[src/logic/sqwg_pkg.sv]
// Shared constants and types for the square-wave generator
package sqwg_pkg;

  // Register indices; byte address is four times the index
  localparam logic [15:0] IDX_RELOAD = 16'h1FB8;
  localparam logic [15:0] IDX_COUNT = 16'h1FBA;
  localparam logic [15:0] IDX_PINCTL = 16'h1FBC;
  localparam logic [15:0] IDX_PINSTAT = 16'h1FBE;
  localparam int unsigned BYTE_SHIFT = 2;

  // Data widths
  localparam int unsigned CNT_W = 8;
  localparam int unsigned DAT_W = 32;

  // Reset values
  localparam logic [7:0] RST_RELOAD = 8'hFF;
  localparam logic [7:0] RST_COUNT = 8'h00;
  localparam logic [2:0] RST_PINCTL = 3'h0;

  // Pin control field positions
  localparam int unsigned PC_SPECIAL = 0;
  localparam int unsigned PC_DIR = 1;
  localparam int unsigned PC_DATA = 2;
  localparam int unsigned PC_W = 3;

  // Timing: state times per count step, MCLK cycles per state time
  localparam int unsigned STATES_PER_STEP = 8;
  localparam int unsigned STEP_W = 3;
  localparam int unsigned DEF_STATE_DIV = 1;

  // Pin control register layout
  typedef struct packed {
    logic data;
    logic dir;
    logic special;
  } sqwg_pinctl_s;

  // One bus request as seen by the slave
  typedef struct packed {
    logic req;
    logic we;
    logic [15:0] idx;
    logic lane0;
    logic [DAT_W-1:0] wdat;
  } sqwg_req_s;

endpackage

[src/logic/sqwg_top.sv]
// Square-wave frequency generator with Wishbone register slave
//
// Decided for this implementation: the Wishbone register port.
`timescale 1ns/1ps
`default_nettype none

module sqwg_top #(
  parameter int unsigned ADR_W = 16,
  parameter int unsigned STATE_DIV = sqwg_pkg::DEF_STATE_DIV
) (
  // Clock and reset
  input wire logic MCLK,
  input wire logic RST_N,
  // Wishbone classic slave
  input wire logic WB_CYC_I,
  input wire logic WB_STB_I,
  input wire logic WB_WE_I,
  input wire logic [ADR_W-1:0] WB_ADR_I,
  input wire logic [3:0] WB_SEL_I,
  input wire logic [31:0] WB_DAT_I,
  output logic [31:0] WB_DAT_O,
  output logic WB_ACK_O,
  // Square-wave output pin, three-signal form
  input wire logic SQW_PIN_I,
  output logic SQW_PIN_O,
  output logic SQW_PIN_OE
);

  localparam int unsigned DIV_W = (STATE_DIV > 1) ? $clog2(STATE_DIV) : 1;

  // Elaboration checks
  if (STATE_DIV < 1) begin : g_bad_div
    $error("STATE_DIV must be at least 1");
  end
  if (ADR_W < 16 || ADR_W > 32) begin : g_bad_adr
    $error("ADR_W must lie between 16 and 32");
  end
  if ((1 << sqwg_pkg::STEP_W) != sqwg_pkg::STATES_PER_STEP) begin : g_bad_step
    $error("STEP_W must count exactly STATES_PER_STEP state times");
  end

  logic [DIV_W-1:0] div_cnt;
  logic state_tick;
  logic [sqwg_pkg::STEP_W-1:0] step_cnt;
  logic dec_tick;
  logic [sqwg_pkg::CNT_W-1:0] reload;
  logic [sqwg_pkg::CNT_W-1:0] count;
  logic wave;
  sqwg_pkg::sqwg_pinctl_s pinctl;
  sqwg_pkg::sqwg_req_s req;
  logic pin_meta;
  logic pin_sync;
  logic [sqwg_pkg::DAT_W-1:0] next_dat;
  logic wr_reload;
  logic wr_pinctl;

  // Request carrier; only the word index matters to the decode
  always_comb begin
    req.req = WB_CYC_I & WB_STB_I & ~WB_ACK_O;
    req.we = WB_WE_I;
    // Index bits above sixteen are cut on purpose; the map never reaches them
    req.idx = 16'(WB_ADR_I[ADR_W-1:sqwg_pkg::BYTE_SHIFT]);
    req.lane0 = WB_SEL_I[0];
    req.wdat = WB_DAT_I;
  end

  assign wr_reload = req.req & req.we & req.lane0 & (req.idx == sqwg_pkg::IDX_RELOAD);
  assign wr_pinctl = req.req & req.we & req.lane0 & (req.idx == sqwg_pkg::IDX_PINCTL);

  // State-time enable from MCLK
  // STATE_DIV stretches one state time over several MCLK cycles; 1 gives one per cycle
  always_ff @(posedge MCLK or negedge RST_N) begin
    if (!RST_N) begin
      div_cnt <= '0;
      state_tick <= 1'b0;
    end else if (div_cnt == DIV_W'(STATE_DIV - 1)) begin
      div_cnt <= '0;
      state_tick <= 1'b1;
    end else begin
      div_cnt <= div_cnt + 1'b1;
      state_tick <= 1'b0;
    end
  end

  // One count step every eighth state time
  always_ff @(posedge MCLK or negedge RST_N) begin
    if (!RST_N) begin
      step_cnt <= '0;
      dec_tick <= 1'b0;
    end else begin
      dec_tick <= 1'b0;
      if (state_tick) begin
        step_cnt <= step_cnt + 1'b1;
        dec_tick <= (step_cnt == sqwg_pkg::STEP_W'(sqwg_pkg::STATES_PER_STEP - 1));
      end
    end
  end

  // Reload value register, software written
  always_ff @(posedge MCLK or negedge RST_N) begin
    if (!RST_N) begin
      reload <= sqwg_pkg::RST_RELOAD;
    end else if (wr_reload) begin
      reload <= req.wdat[sqwg_pkg::CNT_W-1:0];
    end
  end

  // Down-counter and output toggle; a bus write never touches the count
  // A zero reload gives the fastest wave: one count step per half period
  always_ff @(posedge MCLK or negedge RST_N) begin
    if (!RST_N) begin
      count <= sqwg_pkg::RST_COUNT;
      wave <= 1'b0;
    end else if (dec_tick) begin
      if (count == '0) begin
        count <= reload;
        wave <= ~wave;
      end else begin
        count <= count - 1'b1;
      end
    end
  end

  // Pin control register
  always_ff @(posedge MCLK or negedge RST_N) begin
    if (!RST_N) begin
      pinctl <= sqwg_pkg::RST_PINCTL;
    end else if (wr_pinctl) begin
      pinctl <= req.wdat[sqwg_pkg::PC_W-1:0];
    end
  end

  // Pin level synchroniser for readback
  // Only the second flop is read, so a metastable first stage never reaches the bus
  always_ff @(posedge MCLK or negedge RST_N) begin
    if (!RST_N) begin
      pin_meta <= 1'b0;
      pin_sync <= 1'b0;
    end else begin
      pin_meta <= SQW_PIN_I;
      pin_sync <= pin_meta;
    end
  end

  // Pin mux; registered, so the pin lags the wave by one MCLK cycle
  always_ff @(posedge MCLK or negedge RST_N) begin
    if (!RST_N) begin
      SQW_PIN_O <= 1'b0;
      SQW_PIN_OE <= 1'b0;
    end else if (pinctl.special) begin
      SQW_PIN_O <= wave;
      SQW_PIN_OE <= 1'b1;
    end else begin
      SQW_PIN_O <= pinctl.data;
      SQW_PIN_OE <= pinctl.dir;
    end
  end

  // Read decode; unmapped addresses read as zero and are still acknowledged
  always_comb begin
    next_dat = '0;
    if (req.idx == sqwg_pkg::IDX_RELOAD) begin
      next_dat[sqwg_pkg::CNT_W-1:0] = reload;
    end else if (req.idx == sqwg_pkg::IDX_COUNT) begin
      next_dat[sqwg_pkg::CNT_W-1:0] = count;
    end else if (req.idx == sqwg_pkg::IDX_PINCTL) begin
      next_dat[sqwg_pkg::PC_W-1:0] = pinctl;
    end else if (req.idx == sqwg_pkg::IDX_PINSTAT) begin
      next_dat[0] = pin_sync;
      next_dat[1] = wave;
    end
  end

  // Bus answer: ack one cycle after the request, dropped the next cycle
  always_ff @(posedge MCLK or negedge RST_N) begin
    if (!RST_N) begin
      WB_ACK_O <= 1'b0;
      WB_DAT_O <= '0;
    end else begin
      WB_ACK_O <= req.req;
      if (req.req && !req.we) begin
        WB_DAT_O <= next_dat;
      end
    end
  end
endmodule

`default_nettype wire

[config.mk]
export PLATFORM = sky130hd
export DESIGN_NAME = sqwg_top
export DESIGN_NICKNAME = d
export VERILOG_FILES = /design/src/logic/sqwg_pkg.sv /design/src/logic/sqwg_top.sv
export SDC_FILE = /design/constraint.sdc
export NUM_CORES = 1
export LEC_CHECK = 0
export BUFFER_PORTS_ARGS = -buffer_cell sky130_fd_sc_hd__buf_4
export CAP_MARGIN = 25
export CORE_UTILIZATION = 46
export CTS_CLUSTER_DIAMETER = 30
export DETAILED_ROUTE_END_ITERATION = 10
export PLACE_DENSITY = 0.88
export SYNTH_ARGS = -nofsm -noshare
export SYNTH_HDL_FRONTEND = slang
export SYNTH_SLANG_ARGS = --single-unit
[constraint.sdc]
create_clock -name MCLK -period 2.6 [get_ports MCLK]
set_input_delay 0.13 -clock MCLK [delete_from_list [all_inputs] [get_ports MCLK]]
set_output_delay 0.13 -clock MCLK [all_outputs]
set_load 0.02 [all_outputs]
==> results.md <==
* Status: finished, final reports clean
* Row Count at 23
* Fin worst setup slack at 423 ps
* Clock Latency Late Sink at 290 ps
* Clock Power Share at 25.4%
* # DRC at 0
* Final min period at 2180 ps
* Comb pwr share at 26.9%
* Full die area at 4600 sq um
* Hold path start: WB_DAT_I[7]
* Initial Utilization at 48.7%
* Fill cells at 354
* Core area at 4090 sq um
* Post-Synth XOR/XNOR Area at 0.879%
* Place WS at 464 ps
* Adder-cell share of the synthesized area at 2.51%
* Worst r2r src: count[2]
* Relative slew slack at 63.5%
* I/O Buffers at 39
* Worst path max stage delay at 690 ps
* Nets at 283
* IO Pins at 93
* Num CTS Buffers at 5
* Clock Skews at 5.14 ps
* Post-CTS resize count at 0
* Maxcap violations at 0
* Drt wl/cell at 13.5 um
* Crit path kind: register to register
* Die height at 67.8 um
* CTS HTree Levels at 2
* Synth top area share at 37.7%
* Worst Setup End Kind: register
* Maximum vdd ir drop at 0.409 mV
* Yosys warns at 0
* Syn avg cell area at 10.9 sq um
* Pre-Repair DR Iteration Count at 5
* Synth top area cells: dfrtp_1 (38%), dfstp_2 (11%), buf_4 (9.0%), mux2_2 (7.9%), mux2i_1 (4.5%)
* Sequential share of power at 47.7%
* Clk pin slew, worst setup/hold paths at 70 ps
* Seq/Total Area, Yosys at 48.2%
* Mux cell area share after synthesis at 12.4%
* Worst hold path class: primary input to register
* First-pass GRT wire length at 6170 um
* Post-Syn Area at 1990 sq um
* Dominant synthesized flop cell: dfrtp_1
* Number of diodes at 0
* Worst-margin pin slew at 545 ps
* Routability cong. at 0.781
* Post-synthesis simple-gate area fraction at 14.9%
* Synth Instances at 182
* Clock sink total at 38
* Via Count at 1,409
* Yosys top cell by area: dfrtp_1
* P_sw at 550 uW
* Crit share post-route at 83.7%
* Top-count cell post-synth: dfrtp_1
* Sw Ratio at 33.4%
* Share of cells above drive strength 1 at 34.7%
* Fin. max-slew vios at 0
* Pin count of the biggest net entering global routing at 39
* Total GRT Usage at 18.8%
* Antenna-violating nets left at 0
* RSZ-0062 raised after global routing: no
* WP buf/inv at 0
* Vias in the first global route at 1,401
* P per Cell Area at 707 nW/um^2
* CTS tree: done
* Cell family with most CP delay: simple AND/OR/NAND/NOR gates
* Internal at 1100 uW
* Crit Path Max Fanout at 13
* Crit path launch: count[2]
* Drt first-iter violations at 73
* Initial antenna violation count at 0
* Post-synth cell types at 42
* Area grow syn2layout at 17.0%
* Worst path required time at 2780 ps
* Root Driver: clkbuf_8
* Slowest-stage cell, CP: or4_1
* Seq cells post-synth at 38
* Remaining global-route overflow at 0
* Post-synth EDFFs at 0
* Die X at 67.8 um
* Commonest cells post-synth: dfrtp_1 (30), buf_4 (24), mux2_2 (14), nand2_1 (12), mux2i_1 (9)
* Fmax at 0.459 GHz
* Final setup violation count at 0
* Main combinational cell family by area after synthesis: simple AND/OR/NAND/NOR gates
* Synth Area in Compound Gates at 8.73%
* Via/cell ratio at 5.18
* Total Neg Setup Slack at 0 ps
* LEAKAGE at 0.00110 uW
* Hold Vio Cnt, Final at 0
* Hpwl dp at 2680 um
* WL final at 3660 um
* Clock tree buffer depth at 2
* Ys async rst share at 100%
* Crit-path cells: or4_1, nor3b_4, nor3_1, a311o_2
* Critical path startpoint category: register
* CP Data Arrival Time at 2360 ps
## what timing repair did
item,CTS,global route
endpoints found under the hold margin,31,0
setup buffers,0,0
hold buffers,2,0
## sequential cells by signal, indices dropped and copies added, names as in the netlist
name	cells
WB_DAT_O	8
count	8
reload	8
pinctl	3
step_cnt	3
SQW_PIN_O	1
SQW_PIN_OE	1
WB_ACK_O	1
dec_tick	1
pin_meta	1
pin_sync	1
state_tick	1
wave	1
## worst paths after layout
kind	slack, ps	end	cells after the start
min in group asynchronous	330	step_cnt[1]	2
max reg2reg	420	count[0]	4
min	70	reload[7]	2
min reg2reg	360	pin_sync	0
max in group asynchronous	1910	reload[4]	2
max	420	count[0]	4
## layer usage
metal	routed length (um)	share of wire (%)	vias to the layer above	GRT usage, %
met5	0	0	-	0
met4	79	2.2	0	9.90
met3	215	5.9	9	4.56
met2	1760	48	57	31.2
met1	1610	44	666	22.4
li1	-	-	677	-
## power groups by stage
stage / combinational [uW] / clock (uW) / sequential (uW)
finish: 443 / 417 / 786
global route: 497 / 453 / 803
CTS: 445 / 430 / 784
detailed placement: 434 / 0 / 792
global placement: 412 / 0 / 786
floorplan: 390 / 0 / 761
## cell usage in the layout, fill, tap and decap left out, drive strengths merged, types with 2 or more instances in the layout
master	n
dfstp	8
nor2	3
buf	39
dfrtp	30
nor3	5
o31ai	7
nor4	3
nand3	8
nand2	12
mux2i	9
or2	2
or4	3
clkbuf	6
mux2	14
o311ai	2
o21ai	7
inv	5
ha	4
o41ai	2
conb	25
dlygate4sd3	2
nor3b	2
and2	2
a21oi	5
nand4	3
## cell type report
type / count / area, sq um / share of cell area, %
inverter: 5 / 18.8 / 0.806
multi-input combinational: 130 / 880 / 37.8
timing repair buffer: 41 / 313 / 13.4
clock buffer: 6 / 82.6 / 3.54
sequential: 38 / 961 / 41.2
tap: 50 / 62.6 / 2.69
clock inverter: 2 / 12.5 / 0.537
## logic make-up after synthesis
logic type	count (synthesis)
xor gates and xnor gates	2
muxes	23
other	2
AOI/OAI and AO/OA	25
and+or+nand+nor	51
DFF	38
buffers and inverters	37
adders and majority gates	4
## through the flow
stage	hold slack [ps]	instances	utilization (%)	total power (uW)	instance area, sq um
6_report	65.1	272	57.0	1650	2330
5_1_grt	53.6	272	57.0	1750	2330
3_3_place_gp	115	262	54.2	1200	2210
4_1_cts	58.3	272	57.0	1660	2330
2_1_floorplan	-166	205	-	1150	2080
3_5_place_dp	121	262	54.2	1230	2210
## worst register-to-register path, stage by stage (launching register included)
cell	delay [ps]
dfrtp_1	460
or4_1	690
nor3b_4	500
nor3_1	90
a311o_2	320
No activity file was read; power rests on OpenSTA's default activity.
